File: src/core/scos_pkg.sv
package scos_pkg;
    // ======================================================================
    // widths
    localparam int SEL_W = 8;
    localparam int SPD_W = 16;
    localparam int NUM_OUT = 3;

    // ======================================================================
    // function codes
    localparam logic [7:0] FN_RUN = 8'h00;
    localparam logic [7:0] FN_ZERO_SPD = 8'h01;
    localparam logic [7:0] FN_READY = 8'h06;
    localparam logic [7:0] FN_UNDERVOLT = 8'h07;
    localparam logic [7:0] FN_BLOCKED = 8'h08;
    localparam logic [7:0] FN_REF_LOCAL = 8'h09;
    localparam logic [7:0] FN_CMD_LOCAL = 8'h0A;
    localparam logic [7:0] FN_FAULT = 8'h0E;
    localparam logic [7:0] FN_MINOR = 8'h10;
    localparam logic [7:0] FN_FLT_RESET = 8'h11;
    localparam logic [7:0] FN_REVERSE = 8'h1A;
    localparam logic [7:0] FN_EXT_BLOCK = 8'h1B;
    localparam logic [7:0] FN_REGEN = 8'h1D;
    localparam logic [7:0] FN_DOOR_ZONE = 8'h42;
    localparam logic [7:0] FN_NOT_ZERO = 8'h43;

    // ======================================================================
    // register map (word aligned byte offsets)
    localparam logic [7:0] OFS_SEL1 = 8'h00;
    localparam logic [7:0] OFS_SEL2 = 8'h04;
    localparam logic [7:0] OFS_SEL3 = 8'h08;
    localparam logic [7:0] OFS_ZERO_THR = 8'h0C;
    localparam logic [7:0] OFS_DOOR_THR = 8'h10;
    localparam logic [7:0] OFS_CTRL = 8'h14;
    localparam logic [7:0] OFS_STATUS = 8'h18;

    // ======================================================================
    // reset values
    localparam logic [7:0] RST_SEL1 = 8'h40;
    localparam logic [7:0] RST_SEL2 = 8'h41;
    localparam logic [7:0] RST_SEL3 = 8'h06;
    localparam logic [15:0] RST_ZERO_THR = 16'h0000;
    localparam logic [15:0] RST_DOOR_THR = 16'h0000;
    localparam logic RST_CLOSED_LOOP = 1'b0;

    // ======================================================================
    // control field
    localparam int CTRL_CLOSED_LOOP_BIT = 0;
endpackage : scos_pkg

File: src/core/scos_cond_if.sv
`timescale 1ns/1ps
interface scos_cond_if;
    logic [scos_pkg::SPD_W-1:0] zero_speed_threshold;
    logic [scos_pkg::SPD_W-1:0] door_zone_speed_threshold;
    logic closed_loop;
    logic run_cmd;
    logic out_voltage;
    logic [scos_pkg::SPD_W-1:0] out_freq;
    logic [scos_pkg::SPD_W-1:0] motor_speed;
    logic decelerating;
    logic travel_cmd;
    logic init_done;
    logic major_fault;
    logic processor_comm_fault_a;
    logic processor_comm_fault_b;
    logic minor_fault;
    logic fault_reset_cmd;
    logic reverse_cmd;
    logic dc_bus_undervoltage;
    logic output_blocked;
    logic ref_src_local;
    logic cmd_src_local;
    logic external_block_input;
    logic regenerating;
    modport src (
        output zero_speed_threshold, door_zone_speed_threshold, closed_loop,
        output run_cmd, out_voltage, out_freq, motor_speed, decelerating,
        output travel_cmd, init_done, major_fault, processor_comm_fault_a,
        output processor_comm_fault_b, minor_fault, fault_reset_cmd,
        output reverse_cmd, dc_bus_undervoltage, output_blocked,
        output ref_src_local, cmd_src_local, external_block_input,
        output regenerating
    );
    modport sink (
        input zero_speed_threshold, door_zone_speed_threshold, closed_loop,
        input run_cmd, out_voltage, out_freq, motor_speed, decelerating,
        input travel_cmd, init_done, major_fault, processor_comm_fault_a,
        input processor_comm_fault_b, minor_fault, fault_reset_cmd,
        input reverse_cmd, dc_bus_undervoltage, output_blocked,
        input ref_src_local, cmd_src_local, external_block_input,
        input regenerating
    );
endinterface : scos_cond_if

File: src/core/scos_selector.sv
`timescale 1ns/1ps
module scos_selector (
    input wire logic clock,
    input wire logic srst,
    scos_cond_if.sink cond,
    input wire logic [scos_pkg::SEL_W-1:0] sel,
    output logic contact_q
);
    // ======================================================================
    // status conditions
    wire zero_spd = cond.out_freq < cond.zero_speed_threshold;
    wire not_zero = cond.out_freq > cond.zero_speed_threshold;
    wire [scos_pkg::SPD_W-1:0] dz_speed =
        cond.closed_loop ? cond.motor_speed : cond.out_freq;
    wire door_zone = cond.travel_cmd && cond.decelerating &&
        (dz_speed > cond.door_zone_speed_threshold);
    wire fault_sel = cond.major_fault && !cond.processor_comm_fault_a &&
        !cond.processor_comm_fault_b;
    wire run_on = cond.run_cmd || cond.out_voltage;
    wire ready_on = cond.init_done && !cond.major_fault;
    wire block_off = !cond.external_block_input;
    logic contact_d;

    // ======================================================================
    // selection
    always_comb begin
        case (sel)
            scos_pkg::FN_RUN: contact_d = run_on;
            scos_pkg::FN_ZERO_SPD: begin
                if (zero_spd) contact_d = 1'b1;
                else if (not_zero) contact_d = 1'b0;
                else contact_d = contact_q;
            end
            scos_pkg::FN_READY: contact_d = ready_on;
            scos_pkg::FN_UNDERVOLT: contact_d = cond.dc_bus_undervoltage;
            scos_pkg::FN_BLOCKED: contact_d = cond.output_blocked;
            scos_pkg::FN_REF_LOCAL: contact_d = cond.ref_src_local;
            scos_pkg::FN_CMD_LOCAL: contact_d = cond.cmd_src_local;
            scos_pkg::FN_FAULT: contact_d = fault_sel;
            scos_pkg::FN_MINOR: contact_d = cond.minor_fault;
            scos_pkg::FN_FLT_RESET: contact_d = cond.fault_reset_cmd;
            scos_pkg::FN_REVERSE: contact_d = cond.reverse_cmd;
            scos_pkg::FN_EXT_BLOCK: contact_d = block_off;
            scos_pkg::FN_REGEN: contact_d = cond.regenerating;
            scos_pkg::FN_DOOR_ZONE: contact_d = door_zone;
            scos_pkg::FN_NOT_ZERO: begin
                if (not_zero) contact_d = 1'b1;
                else if (zero_spd) contact_d = 1'b0;
                else contact_d = contact_q;
            end
            default: contact_d = 1'b0;
        endcase
    end

    always_ff @(posedge clock) begin
        if (srst) begin
            contact_q <= 1'b0;
        end else begin
            contact_q <= contact_d;
        end
    end
endmodule : scos_selector

File: src/core/scos_top.sv
// Summary of operation
// - three contact outputs, each with function select
// - run code: on while run or voltage
// - zero speed: on below threshold, off above
// - ready code: on after fault-free initialization
// - undervoltage code: on while bus undervoltage
// - blocked code: on while output stage blocked
// - reference source code: on when panel selected
// - command source code: on when panel selected
// - fault code: major faults except comm faults
// - minor fault code: on during alarm
// - fault reset code: on during reset command
// - reverse code: on while reverse command active
// - external block code: off while block input
// - regeneration code: on while motor regenerating
// - door zone: decelerating speed above threshold
// - door zone: off when travel command released
// - not zero speed: on above threshold, off below, holds at threshold
`timescale 1ns/1ps
module scos_top (
    input wire logic clock,
    input wire logic srst,
    input wire logic wb_cyc_i,
    input wire logic wb_stb_i,
    input wire logic wb_we_i,
    input wire logic [7:0] wb_adr_i,
    input wire logic [3:0] wb_sel_i,
    input wire logic [31:0] wb_dat_i,
    output logic [31:0] wb_dat_o,
    output logic wb_ack_o,
    input wire logic run_cmd,
    input wire logic out_voltage,
    input wire logic [15:0] out_freq,
    input wire logic [15:0] motor_speed,
    input wire logic decelerating,
    input wire logic travel_cmd,
    input wire logic init_done,
    input wire logic major_fault,
    input wire logic processor_comm_fault_a,
    input wire logic processor_comm_fault_b,
    input wire logic minor_fault,
    input wire logic fault_reset_cmd,
    input wire logic reverse_cmd,
    input wire logic dc_bus_undervoltage,
    input wire logic output_blocked,
    input wire logic ref_src_local,
    input wire logic cmd_src_local,
    input wire logic external_block_input,
    input wire logic regenerating,
    output logic [2:0] contact_out
);
    // ======================================================================
    // registers
    logic [7:0] sel1_q;
    logic [7:0] sel2_q;
    logic [7:0] sel3_q;
    logic [15:0] zero_thr_q;
    logic [15:0] door_thr_q;
    logic closed_loop_q;
    logic ack_q;
    logic [31:0] rdata_q;

    // ======================================================================
    // wishbone decode
    wire req = wb_cyc_i && wb_stb_i && !ack_q;
    wire wr = req && wb_we_i;
    wire hit_sel1 = wb_adr_i == scos_pkg::OFS_SEL1;
    wire hit_sel2 = wb_adr_i == scos_pkg::OFS_SEL2;
    wire hit_sel3 = wb_adr_i == scos_pkg::OFS_SEL3;
    wire hit_zthr = wb_adr_i == scos_pkg::OFS_ZERO_THR;
    wire hit_dthr = wb_adr_i == scos_pkg::OFS_DOOR_THR;
    wire hit_ctrl = wb_adr_i == scos_pkg::OFS_CTRL;
    wire hit_stat = wb_adr_i == scos_pkg::OFS_STATUS;
    wire [15:0] thr_wr_z = {wb_sel_i[1] ? wb_dat_i[15:8] : zero_thr_q[15:8],
        wb_sel_i[0] ? wb_dat_i[7:0] : zero_thr_q[7:0]};
    wire [15:0] thr_wr_d = {wb_sel_i[1] ? wb_dat_i[15:8] : door_thr_q[15:8],
        wb_sel_i[0] ? wb_dat_i[7:0] : door_thr_q[7:0]};
    wire lo_en = wb_sel_i[0];
    logic [31:0] rdata_d;

    always_comb begin
        rdata_d = 32'h0000_0000;
        if (hit_sel1) rdata_d = {24'h00_0000, sel1_q};
        else if (hit_sel2) rdata_d = {24'h00_0000, sel2_q};
        else if (hit_sel3) rdata_d = {24'h00_0000, sel3_q};
        else if (hit_zthr) rdata_d = {16'h0000, zero_thr_q};
        else if (hit_dthr) rdata_d = {16'h0000, door_thr_q};
        else if (hit_ctrl) rdata_d = {31'h0000_0000, closed_loop_q};
        else if (hit_stat) rdata_d = {29'h0000_0000, contact_out};
    end

    always_ff @(posedge clock) begin
        if (srst) begin
            ack_q <= 1'b0;
            rdata_q <= 32'h0000_0000;
        end else begin
            ack_q <= req;
            rdata_q <= rdata_d;
        end
    end

    always_ff @(posedge clock) begin
        if (srst) begin
            sel1_q <= scos_pkg::RST_SEL1;
            sel2_q <= scos_pkg::RST_SEL2;
            sel3_q <= scos_pkg::RST_SEL3;
        end else if (wr && lo_en) begin
            if (hit_sel1) sel1_q <= wb_dat_i[7:0];
            if (hit_sel2) sel2_q <= wb_dat_i[7:0];
            if (hit_sel3) sel3_q <= wb_dat_i[7:0];
        end
    end

    always_ff @(posedge clock) begin
        if (srst) begin
            zero_thr_q <= scos_pkg::RST_ZERO_THR;
            door_thr_q <= scos_pkg::RST_DOOR_THR;
            closed_loop_q <= scos_pkg::RST_CLOSED_LOOP;
        end else if (wr) begin
            if (hit_zthr) zero_thr_q <= thr_wr_z;
            if (hit_dthr) door_thr_q <= thr_wr_d;
            if (hit_ctrl && lo_en) begin
                closed_loop_q <= wb_dat_i[scos_pkg::CTRL_CLOSED_LOOP_BIT];
            end
        end
    end

    assign wb_ack_o = ack_q;
    assign wb_dat_o = rdata_q;

    // ======================================================================
    // condition bundle
    scos_cond_if cond ();
    assign cond.zero_speed_threshold = zero_thr_q;
    assign cond.door_zone_speed_threshold = door_thr_q;
    assign cond.closed_loop = closed_loop_q;
    assign cond.run_cmd = run_cmd;
    assign cond.out_voltage = out_voltage;
    assign cond.out_freq = out_freq;
    assign cond.motor_speed = motor_speed;
    assign cond.decelerating = decelerating;
    assign cond.travel_cmd = travel_cmd;
    assign cond.init_done = init_done;
    assign cond.major_fault = major_fault;
    assign cond.processor_comm_fault_a = processor_comm_fault_a;
    assign cond.processor_comm_fault_b = processor_comm_fault_b;
    assign cond.minor_fault = minor_fault;
    assign cond.fault_reset_cmd = fault_reset_cmd;
    assign cond.reverse_cmd = reverse_cmd;
    assign cond.dc_bus_undervoltage = dc_bus_undervoltage;
    assign cond.output_blocked = output_blocked;
    assign cond.ref_src_local = ref_src_local;
    assign cond.cmd_src_local = cmd_src_local;
    assign cond.external_block_input = external_block_input;
    assign cond.regenerating = regenerating;

    // ======================================================================
    // contact outputs
    wire [7:0] sel_arr [3];
    assign sel_arr[0] = sel1_q;
    assign sel_arr[1] = sel2_q;
    assign sel_arr[2] = sel3_q;

    genvar gi;
    generate
        for (gi = 0; gi < scos_pkg::NUM_OUT; gi++) begin : g_out
            scos_selector u_sel (
                .clock(clock),
                .srst(srst),
                .cond(cond),
                .sel(sel_arr[gi]),
                .contact_q(contact_out[gi])
            );
        end
    endgenerate
endmodule : scos_top

File: config.mk
export PLATFORM = sky130hd
export DESIGN_NAME = scos_top
export DESIGN_NICKNAME = d
export VERILOG_FILES = /design/src/core/scos_pkg.sv /design/src/core/scos_cond_if.sv /design/src/core/scos_selector.sv /design/src/core/scos_top.sv
export SDC_FILE = /design/constraint.sdc
export NUM_CORES = 1
export LEC_CHECK = 0
export ABC_AREA = 1
export BUFFER_PORTS_ARGS = -buffer_cell sky130_fd_sc_hd__buf_2
export CAP_MARGIN = 15
export CORE_MARGIN = 2
export CORE_UTILIZATION = 40
export CTS_CLUSTER_SIZE = 14
export DETAILED_ROUTE_END_ITERATION = 7
export PLACE_DENSITY = 0.73
export REMOVE_ABC_BUFFERS = 1
export SYNTH_ARGS = -nofsm -noshare
export SYNTH_HDL_FRONTEND = slang
export SYNTH_SLANG_ARGS = --single-unit
File: constraint.sdc
create_clock -name clock -period 2.2 [get_ports clock]
set_input_delay 0.22 -clock clock [delete_from_list [all_inputs] [get_ports clock]]
set_output_delay 0.22 -clock clock [all_outputs]
set_load 0.01 [all_outputs]
==> results.txt, run 1 <==
status = finished, final reports clean
cts bufs inserted = 9
WL/cell = 13.7 um
clk buf depth = 2
crit-path cells = inv_2, buf_8, nand2_1, nand2_1, ha_1, nand2_1, inv_1, nand3_1, nor3_1, a21oi_1, nand3_1, o21ai_0, nor2_1, nor2_1
clk_lat worst skew = 0.34 ns
GRT overflow = 0
Syn Std Cell Area = 0.00506 mm2
worst path required time = 2.43 ns
clk slew on worst S/H paths = 0.06 ns
worst vdd ir = 0.414 mV
fin util = 0.474
clock sinks = 77
Setup WS pre-CTS = 0.189 ns
Reg2Reg Setup Slack = 0.21 ns
Fmax achieved = 0.502 GHz
Async SR Flop Fraction = 0
Syn. warnings = 0
minimum clock period = 1.99 ns
hpwl dp = 11200 um
most frequent cells in the layout = 178 x nand2_1, 99 x buf_2, 88 x inv_1
final wirelength = 14100 um
post_cts resized = 0
RSZ-0062 raised after global routing = false
initial antenna violation count = 0
Max-cap violations = 0
Worst Tran Pin Value = 0.547 ns
leak pwr = 2.79 nW
Final Skew = 0.00715 ns
Hold Buf Count CTS = 0
post-synth cell types = 41
final setup fails = 0
final non-filler cell total = 1035
H-tree depth = 3
Die ar. = 0.0136 mm2
placed instance count = 1020
most common cell after layout, fill and taps aside = nand2_1
Buffers on Ports = 99
Post-CTS Setup Repair Bufs = 0
vias in the first global route = 4753
Core Box Area = 0.0125 mm2
via count = 5128
IO Pins = 134
Crit. End Element = register
die width = 116 um
fin nets = 989
cell mode on critical path = nand2_1
Initial Util = 0.406
top_reg_cell synth = dfxtp_1
Pwr Total = 3.11 mW
hold path start = srst
Synth Area per Inst = 6.59 um2
CTS root buffer = clkbuf_16
Post-Synthesis Cells = 767
Hold Vio Cnt, Final = 0
R2R cell count = 14
GRT Util Overall = 0.218
1st-iter DRT viols = 384
CP Max Fanout = 17
hold endpoint = g_out[2].u_sel.contact_q$_SDFFE_PP0P_
PwrDens = 525 mW/mm2
Setup TNS = 0 ns
slowest cell on the critical path = dfxtp_2
final worst path period share = 0.906
worst r2r src = closed_loop_q$_SDFFE_PP0P_
largest net degree at the start of global routing = 62
gpl congestion = 0.899
Startpoint Class = register
worst hold path class = in -> reg
crit path kind = reg -> reg
Final Max Tran Viols = 0
Post-synth EDFFs = 0
fraction of layout cells with a size suffix above 1 = 0.181
Layout area overhead = 16.9%
sequential area share after synthesis = 0.305
CP peak stage delay = 0.34 ns
num rows = 41
Critical Path AT = 2.22 ns
global-route wire length before repair = 22700 um
CTS tree = yes
diode count = 0
WHS Path Cells = 2
reg2reg end = g_out[1].u_sel.contact_q$_SDFFE_PP0P_
Seq cells post-synth = 77
post-route ant nets = 0
DRC violations left = 0
vias per cell = 4.95
Slew headroom = 0.632
Setup WS post-layout = 0.207 ns
First-pass DRT Iterations = 5
die height = 116 um
[routing by layer]
layer	vias to the layer above	GRT usage	share of wire
met5	-	0	0
met4	0	0.0770	0.026
li1	2658	-	-
met1	2268	0.292	0.47
met3	31	0.0477	0.058
met2	171	0.347	0.45
[power by group]
group          switching [mW]  total [mW]  internal [mW]  leakage (nW)
registers             0.00140        1.40           1.40         0.621
clock network           0.552        1.40          0.849         0.139
logic                   0.187       0.305          0.118          2.04
total                   0.741        3.11           2.36          2.79
[area by class of cell]
cell class	count	area, um2
fill	1313	6550
clock buffer	14	274
tap	172	215
inverter	103	392
multi-input combinational	566	2940
timing repair buffer	102	542
clock inverter	1	5.00
sequential	77	1540
[per-stage QoR]
step	hold slack [ns]	cell area [um2]
CTS	0.0667	5890
detailed placement	0.424	5610
finish	0.0729	5910
global route	0.0707	5910
global placement	0.424	5610
floorplan	0.292	4860
[worst max path at each step]
stage | from | endpoint | slack (ns) | cells after the start
floorplan | closed_loop_q$_SDFFE_PP0P_ | g_out[1].u_sel.contact_q$_SDFFE_PP0P_ | -0.02 | 16
global placement | closed_loop_q$_SDFFE_PP0P_ | g_out[1].u_sel.contact_q$_SDFFE_PP0P_ | 0.21 | 12
detailed placement | closed_loop_q$_SDFFE_PP0P_ | g_out[1].u_sel.contact_q$_SDFFE_PP0P_ | 0.19 | 12
CTS | closed_loop_q$_SDFFE_PP0P_ | g_out[1].u_sel.contact_q$_SDFFE_PP0P_ | 0.17 | 12
global route | cond.zero_speed_threshold[15]$_SDFFE_PP0P_ | g_out[1].u_sel.contact_q$_SDFFE_PP0P_ | 0.008 | 12
finish | closed_loop_q$_SDFFE_PP0P_ | g_out[1].u_sel.contact_q$_SDFFE_PP0P_ | 0.21 | 14
[worst max-delay path: cells and delay by family (launching register included)]
family / cells / cell delay [ns]
simple gates: 8 / 0.73
flops: 1 / 0.34
compound gates: 2 / 0.29
fa+ha+maj: 1 / 0.28
buf+inv: 3 / 0.25
[flip-flops by register name, indices dropped and copies added, names as in the netlist]
signal and flops:
cond.door_zone_speed_threshold 16, cond.zero_speed_threshold 16, wb_dat_o 16, sel1_q 8, sel2_q 8, sel3_q 8, g_out.u_sel.contact_q 3, closed_loop_q 1
wb_ack_o 1
[cell families (layout without fill, tap and decap cells)]
family                     count (synthesis)  in the layout  share of synthesized area
buffers and inverters                    139            220                      0.127
and+or+nand+nor                          355            355                      0.320
other                                      1             16                   0.000741
AOI/OAI and AO/OA                        163            163                      0.168
DFF                                       77             77                      0.305
adders and majority gates                 32             32                     0.0792
[cell usage after synthesis, types with 11 or more instances]
master | count | area, um2
a21oi_1 | 81 | 405
buf_4 | 19 | 143
dfxtp_1 | 77 | 1540
ha_1 | 32 | 400
inv_1 | 88 | 330
inv_2 | 13 | 48.8
nand2_1 | 179 | 672
nand3_1 | 46 | 230
nor2_1 | 79 | 297
nor3_1 | 11 | 55.1
o21ai_0 | 49 | 245
o21ai_1 | 16 | 80.1
Note: power is estimated with default switching activity, not from simulation.
==> inputs of run 2 (changes only) <==
--- a/config.mk
+++ b/config.mk
@@ -8,7 +8,7 @@
 export ABC_AREA = 1
 export BUFFER_PORTS_ARGS = -buffer_cell sky130_fd_sc_hd__buf_2
 export CAP_MARGIN = 15
-export CORE_MARGIN = 2
+export CORE_MARGIN = 1
 export CORE_UTILIZATION = 40
 export CTS_CLUSTER_SIZE = 14
 export DETAILED_ROUTE_END_ITERATION = 7
==> constraint.sdc (replaced) <==
create_clock -name clock -period 1.75 [get_ports clock]
set_input_delay 0.175 -clock clock [delete_from_list [all_inputs] [get_ports clock]]
set_output_delay 0.175 -clock clock [all_outputs]
set_load 0.01 [all_outputs]
==> run 2 against run 1 <==
Effect of this change:
- the run now ends with negative setup slack left
- clock power rose by 46%
- utilization rose by 6.4 points
- wire length rose by 5.7%
- global-route usage rose by 2.0 points
- critical path type unchanged
==> results.txt, run 2 (synthesis results as in run 1) <==
Placed Area = 0.00581 mm2 (was 0.00561 mm2)
final worst path period share = 1.09 (was 0.906)
# fillers = 1178 (was 1313)
Reg power frac = 0.411 (was 0.450)
die width = 114 um (was 116 um)
Setup WS post-layout = -0.151 ns (was 0.207 ns)
crit path kind = reg -> reg (unchanged)
CP Max Fanout = 16 (was 17)
IO Pins = 134 (unchanged)
Setup TNS = -0.389 ns (was 0 ns)
final non-filler cell total = 1063 (was 1035)
Initial Util = 0.416 (was 0.406)
CTS root buffer = clkbuf_16 (unchanged)
via count = 5362 (was 5128)
sw frac = 0.242 (was 0.239)
worst path required time = 2.04 ns (was 2.43 ns)
Cell Int Power = 3.24 mW (was 2.36 mW)
H-tree depth = 3 (unchanged)
diode count = 0 (unchanged)
Startpoint Class = register (unchanged)
Setup WS pre-CTS = -0.169 ns (was 0.189 ns)
Final Max Tran Viols = 0 (unchanged)
Crit. End Element = register (unchanged)
Hold Vio Cnt, Final = 0 (unchanged)
worst vdd ir = 0.743 mV (was 0.414 mV)
WL/cell = 14.1 um (was 13.7 um)
leak pwr = 3.02 nW (was 2.79 nW)
clock sinks = 77 (unchanged)
PwrDens = 653 mW/mm2 (was 525 mW/mm2)
clk slew on worst S/H paths = 0.06 ns (about the same)
GRT overflow = 0 (unchanged)
minimum clock period = 1.90 ns (was 1.99 ns)
Finished Cell Area = 0.00654 mm2 (was 0.00591 mm2)
RSZ-0062 raised after global routing = true (was false)
placed instance count = 1044 (was 1020)
fraction of layout cells with a size suffix above 1 = 0.283 (was 0.181)
most common cell after layout, fill and taps aside = nand2_1 (unchanged)
DRC violations left = 0 (unchanged)
Layout area overhead = 29.4% (was 16.9%)
fin nets = 1020 (was 989)
highest routed metal layer = met4 (unchanged)
global-route wire length before repair = 23900 um (was 22700 um)
largest net degree at the start of global routing = 53 (was 62)
final wirelength = 15000 um (was 14100 um)
hpwl dp = 11300 um (was 11200 um)
First-pass DRT Iterations = 5 (unchanged)
CTS tree = yes (unchanged)
gpl congestion = 0.924 (was 0.899)
clk buf depth = 2 (unchanged)
initial antenna violation count = 1 (was 0)
final setup fails = 3 (was 0)
clock network fraction of total power = 0.477 (was 0.451)
failing checks = negative setup slack
M1 WL = 6600 um (was 6650 um)
clk_lat worst skew = 0.34 ns (about the same)
GRT Util Overall = 0.238 (was 0.218)
Gate power share = 0.112 (was 0.098)
Max-cap violations = 0 (unchanged)
worst hold path class = in -> reg (unchanged)
Hold Buf Count CTS = 0 (unchanged)
vias in the first global route = 5025 (was 4753)
die height = 114 um (was 116 um)
vias per cell = 5.04 (was 4.95)
Final Skew = 0.00751 ns (was 0.00715 ns)
num rows = 40 (was 41)
met3 wire length = 954 um (was 823 um)
Fmax achieved = 0.526 GHz (was 0.502 GHz)
status = finished, violations left (was finished, final reports clean)
most frequent cells in the layout = 153 x nand2_1, 99 x buf_2, 81 x inv_1 (was 178 x nand2_1, 99 x buf_2, 88 x inv_1)
net switching power = 1.04 mW (was 0.741 mW)
Critical Path AT = 2.19 ns (was 2.22 ns)
Die ar. = 0.0131 mm2 (was 0.0136 mm2)
fin util = 0.538 (was 0.474)
cts bufs inserted = 9 (unchanged)
Core Box Area = 0.0122 mm2 (was 0.0125 mm2)
post-route ant nets = 0 (unchanged)
1st-iter DRT viols = 358 (was 384)
Buffers on Ports = 99 (unchanged)
met2 WL = 7040 um (was 6310 um)
[run 2: cell types whose count changed in the layout (fill, tap and decap cells not counted), sizes merged]
cell / delta
clkinvlp: +1
clkbuf: -4
bufinv: +2
clkinv: +3
inv: -1
buf: +31
[run 2: worst max-delay path, stage by stage, from the launching register on]
cell and delay [ns]:
dfxtp_4 0.36, buf_8 0.16, nand2_1 0.12, nand2_4 0.07, ha_4 0.27, nand4_1 0.15, nor3_4 0.25, nand2_2 0.09
nand2_4 0.08, nand4_1 0.10, nand3_1 0.10, nand2_1 0.05, inv_1 0.05
[run 2: worst paths after layout]
kind / from / endpoint / slack [ns] / depth (start not counted)
setup / recovery: closed_loop_q$_SDFFE_PP0P_ / g_out[0].u_sel.contact_q$_SDFFE_PP0P_ / -0.15 / 12
hold / removal: srst / g_out[2].u_sel.contact_q$_SDFFE_PP0P_ / 0.07 / 2
setup reg to reg: closed_loop_q$_SDFFE_PP0P_ / g_out[0].u_sel.contact_q$_SDFFE_PP0P_ / -0.15 / 12
hold reg to reg: cond.zero_speed_threshold[9]$_SDFFE_PP0P_ / wb_dat_o[9]$_SDFF_PP0_ / 0.46 / 2
[run 2: stage by stage]
step / power (mW) / hold slack [ns]
finish: 4.27 / 0.0677
global route: 4.42 / 0.0652
CTS: 4.27 / 0.0422
detailed placement: 2.20 / 0.417
global placement: 2.20 / 0.415
floorplan: 1.99 / 0.247
[run 2: area by class of cell]
| cell class | instances | area, um2 | area share |
|---|---|---|---|
| inverters | 103 | 397 | 0.0606 |
| multi-input cells | 566 | 3270 | 0.500 |
| clock buffers | 10 | 239 | 0.0365 |
| repair buffers | 133 | 790 | 0.121 |
| flip-flops and latches | 77 | 1550 | 0.237 |
| clock inverters | 6 | 86.3 | 0.0132 |
| well taps | 168 | 210 | 0.0321 |
[run 2: timing repair]
action / 4_1_cts / 5_1_grt
setup buffers: 1 / 1
cloned: 1 / 0
pin swaps: 18 / 25
endpoints found under the setup margin: 3 / 3
gates resized for setup: 43 / 49
[run 2: layer usage]
layer | up-vias | track usage
met5 | - | 0
met4 | 0 | 0.0978
met3 | 25 | 0.0482
met2 | 197 | 0.394
met1 | 2429 | 0.301
li1 | 2711 | -
[run 2: power groups by stage]
stage	clock network (mW)	logic, mW	registers, mW
after floorplan	0	0.196	1.80
after global placement	0	0.400	1.80
after detailed placement	0	0.403	1.80
after CTS	2.08	0.434	1.76
after global routing	2.14	0.529	1.75
final	2.04	0.480	1.76
==> inputs of run 3 (changes only) <==
--- a/config.mk
+++ b/config.mk
@@ -5,7 +5,6 @@
 export SDC_FILE = /design/constraint.sdc
 export NUM_CORES = 1
 export LEC_CHECK = 0
-export ABC_AREA = 1
 export BUFFER_PORTS_ARGS = -buffer_cell sky130_fd_sc_hd__buf_2
 export CAP_MARGIN = 15
 export CORE_MARGIN = 1
==> run 3 against run 2 <==
Effect of this change:
- the run still ends with negative setup slack left
- sequential cell count is the same
- largest cell class unchanged
- die area decreased by 2.1%
- wire length increased by 14%
- power decreased by 1.6%
- highest routed layer unchanged
- non-clock buffer count rose by 71
- first-iteration DRC count is 14% higher
- clock skew is 0.0026 ns lower
- utilization is 3.4 points higher
- count of clock-buffer cells in the layout up 2
- critical path depth decreased by 3
- maximum frequency shrank 28%
==> results.txt, run 3 <==
status = finished, violations left (unchanged)
failing checks = negative setup slack (unchanged)
slowest cell on the critical path = dfxtp_4 (unchanged)
fin nets = 917 (was 1020)
Placed Area = 0.00617 mm2 (was 0.00581 mm2)
GRT Util Overall = 0.254 (was 0.238)
Final Max Tran Viols = 0 (unchanged)
Seq cells post-synth = 77 (unchanged)
post-synth cell types = 62 (was 41)
most area-hungry cell type in the Yosys netlist = dfxtp_1 (unchanged)
Syn. warnings = 0 (unchanged)
via count = 5382 (was 5362)
GRT overflow = 0 (unchanged)
Fmax achieved = 0.378 GHz (was 0.526 GHz)
IO Pins = 134 (unchanged)
Syn Std Cell Area = 0.00495 mm2 (was 0.00506 mm2)
Reg2Reg Setup Slack = -0.89 ns (was -0.15 ns)
Synth Area per Inst = 8.01 um2 (was 6.59 um2)
vias in the first global route = 5221 (was 5025)
die height = 113 um (was 114 um)
Post-synth EDFFs = 0 (unchanged)
worst vdd ir = 0.720 mV (was 0.743 mV)
Critical Path AT = 2.91 ns (was 2.19 ns)
Initial Util = 0.412 (was 0.416)
top_reg_cell synth = dfxtp_1 (unchanged)
WHS Path Cells = 3 (was 2)
Layout area overhead = 38.8% (was 29.4%)
fraction of layout cells with a size suffix above 1 = 0.350 (was 0.283)
clock sinks = 77 (unchanged)
hold endpoint = wb_ack_o$_SDFF_PP0_ (was g_out[2].u_sel.contact_q$_SDFFE_PP0P_)
vias per cell = 5.73 (was 5.04)
CP Max Fanout = 6 (was 16)
reg2reg end = g_out[2].u_sel.contact_q$_SDFFE_PP0P_ (was g_out[0].u_sel.contact_q$_SDFFE_PP0P_)
final wirelength = 17000 um (was 15000 um)
CP top delay family = compound AO/OA/AOI/OAI gates (was simple AND/OR/NAND/NOR gates)
Post-Synthesis Cells = 618 (was 767)
Buffers on Ports = 99 (unchanged)
Setup WS post-layout = -0.895 ns (was -0.151 ns)
RSZ-0062 raised after global routing = true (unchanged)
H-tree depth = 3 (unchanged)
num rows = 40 (unchanged)
leak pwr = 2.95 nW (was 3.02 nW)
diode count = 0 (unchanged)
most common cell after layout, fill and taps aside = buf_2 (was nand2_1)
initial antenna violation count = 0 (was 1)
die width = 113 um (was 114 um)
1st-iter DRT viols = 409 (was 358)
# fillers = 1057 (was 1178)
CP peak stage delay = 0.38 ns (was 0.36 ns)
worst path required time = 2.02 ns (was 2.04 ns)
R2R cell count = 9 (was 12)
DRC violations left = 0 (unchanged)
Final Skew = 0.00495 ns (was 0.00751 ns)
Hold Vio Cnt, Final = 0 (unchanged)
hold path start = wb_stb_i (was srst)
global-route wire length before repair = 25500 um (was 23900 um)
minimum clock period = 2.64 ns (was 1.90 ns)
gpl congestion = 0.980 (was 0.924)
First-pass DRT Iterations = 7 (was 5)
CTS root buffer = clkbuf_16 (unchanged)
Async SR Flop Fraction = 0 (unchanged)
Finished Cell Area = 0.00687 mm2 (was 0.00654 mm2)
crit path kind = reg -> reg (unchanged)
cts bufs inserted = 9 (unchanged)
worst hold path class = in -> reg (unchanged)
final worst path period share = 1.51 (was 1.09)
Startpoint Class = register (unchanged)
PwrDens = 612 mW/mm2 (was 653 mW/mm2)
WL/cell = 18.1 um (was 14.1 um)
clk buf depth = 2 (unchanged)
Die ar. = 0.0128 mm2 (was 0.0131 mm2)
Synth top area share = 0.312 (was 0.305)
most frequent cells in the layout = 99 x buf_2, 98 x buf_4, 75 x dfxtp_1 (was 153 x nand2_1, 99 x buf_2, 81 x inv_1)
clk_lat worst skew = 0.35 ns (was 0.34 ns)
clk slew on worst S/H paths = 0.06 ns (about the same)
fin util = 0.572 (was 0.538)
worst r2r src = closed_loop_q$_SDFFE_PP0P_ (unchanged)
WP buf/inv = 2 (unchanged)
largest net degree at the start of global routing = 36 (was 53)
most common library cells after synthesis = 77 x dfxtp_1, 70 x nor2_1, 55 x a21oi_1 (was 179 x nand2_1, 88 x inv_1, 81 x a21oi_1)
sequential area share after synthesis = 0.312 (was 0.305)
final setup fails = 3 (unchanged)
post-route ant nets = 0 (unchanged)
crit-path cells = buf_12, mux2_4, ha_4, nand4_1, buf_4, a2111o_1, a311oi_4, nand3_1, a41oi_2 (was buf_8, nand2_1, nand2_4, ha_4, nand4_1, nor3_4, nand2_2, nand2_4, nand4_1, nand3_1, nand2_1, inv_1)
Pwr Total = 4.20 mW (was 4.27 mW)
most common cell in the netlist = dfxtp_1 (was nand2_1)
Core Box Area = 0.0120 mm2 (was 0.0122 mm2)
CTS tree = yes (unchanged)
hpwl dp = 11600 um (was 11300 um)
top post-synthesis cells by area = dfxtp_1 31%, ha_1 8.1%, mux2i_1 6.1% (was dfxtp_1 30%, nand2_1 13%, a21oi_1 8.0%)
Crit. End Element = register (unchanged)
Max-cap violations = 0 (unchanged)
## run 3: power breakdown
group	leakage, nW	switching (mW)	internal [mW]
combinational	2.16	0.271	0.227
sequential	0.622	0.00262	1.75
clock	0.158	0.736	1.21
## run 3: cells by family after synthesis
group | share of synthesized area
muxes | 0.0994
AOI/OAI and AO/OA | 0.190
and+or+nand+nor | 0.225
adders and majority gates | 0.0809
xor gates and xnor gates | 0.00177
buffers and inverters | 0.0913
other | 0.000758
DFF | 0.312
## run 3: final cells by class
type	instances	area [um2]	share of cell area
Multi-Input combinational cell	460	3340	0.486
Inverter	35	131	0.0191
Sequential cell	77	1550	0.225
Clock buffer	12	267	0.0388
Timing Repair Buffer	204	1350	0.197
Tap cell	147	184	0.0268
Clock inverter	4	45.0	0.00656
## run 3: worst reg2reg max path, cell delays in order, from the launching register on
cell	delay (ns)
dfxtp_4	0.38
buf_12	0.13
mux2_4	0.32
ha_4	0.27
nand4_1	0.19
buf_4	0.20
a2111o_1	0.35
a311oi_4	0.38
nand3_1	0.15
a41oi_2	0.19
## run 3: metrics by stage
stage               setup WS (ns)  cells  hold WS (ns)  TNS, ns
finish                     -0.895    939        0.0769    -2.56
global route               -0.933    939        0.0799    -2.77
detailed placement         -0.840    916         0.431    -6.44
floorplan                   -1.70    572         0.238   -58.91
global placement           -0.806    916         0.425    -6.28
CTS                        -0.656    934        0.0715    -1.96
## run 3: how the worst max path moves through the flow
stage,startpoint,to,slack (ns),depth (start not counted)
CTS,closed_loop_q$_SDFFE_PP0P_,g_out[1].u_sel.contact_q$_SDFFE_PP0P_,-0.66,9
floorplan,wb_adr_i[1],cond.zero_speed_threshold[10]$_SDFFE_PP0P_,-1.70,6
detailed placement,closed_loop_q$_SDFFE_PP0P_,g_out[0].u_sel.contact_q$_SDFFE_PP0P_,-0.84,9
global placement,closed_loop_q$_SDFFE_PP0P_,g_out[0].u_sel.contact_q$_SDFFE_PP0P_,-0.81,10
global route,closed_loop_q$_SDFFE_PP0P_,g_out[0].u_sel.contact_q$_SDFFE_PP0P_,-0.93,9
finish,closed_loop_q$_SDFFE_PP0P_,g_out[2].u_sel.contact_q$_SDFFE_PP0P_,-0.89,9
## run 3: metal layers
metal	wire, um	track usage	share of wire
met1	6980	0.296	0.41
met2	8110	0.436	0.48
met3	1290	0.0680	0.076
met4	623	0.117	0.037
met5	0	0	0
## run 3: repair_timing
action                     in CTS  in global routing
setup buffers                   3                  6
setup endpoints to repair       3                 13
gates cloned                    1                  0
hold buffers                    0                  0
pin swaps                       9                 14
gates resized for setup        23                 25
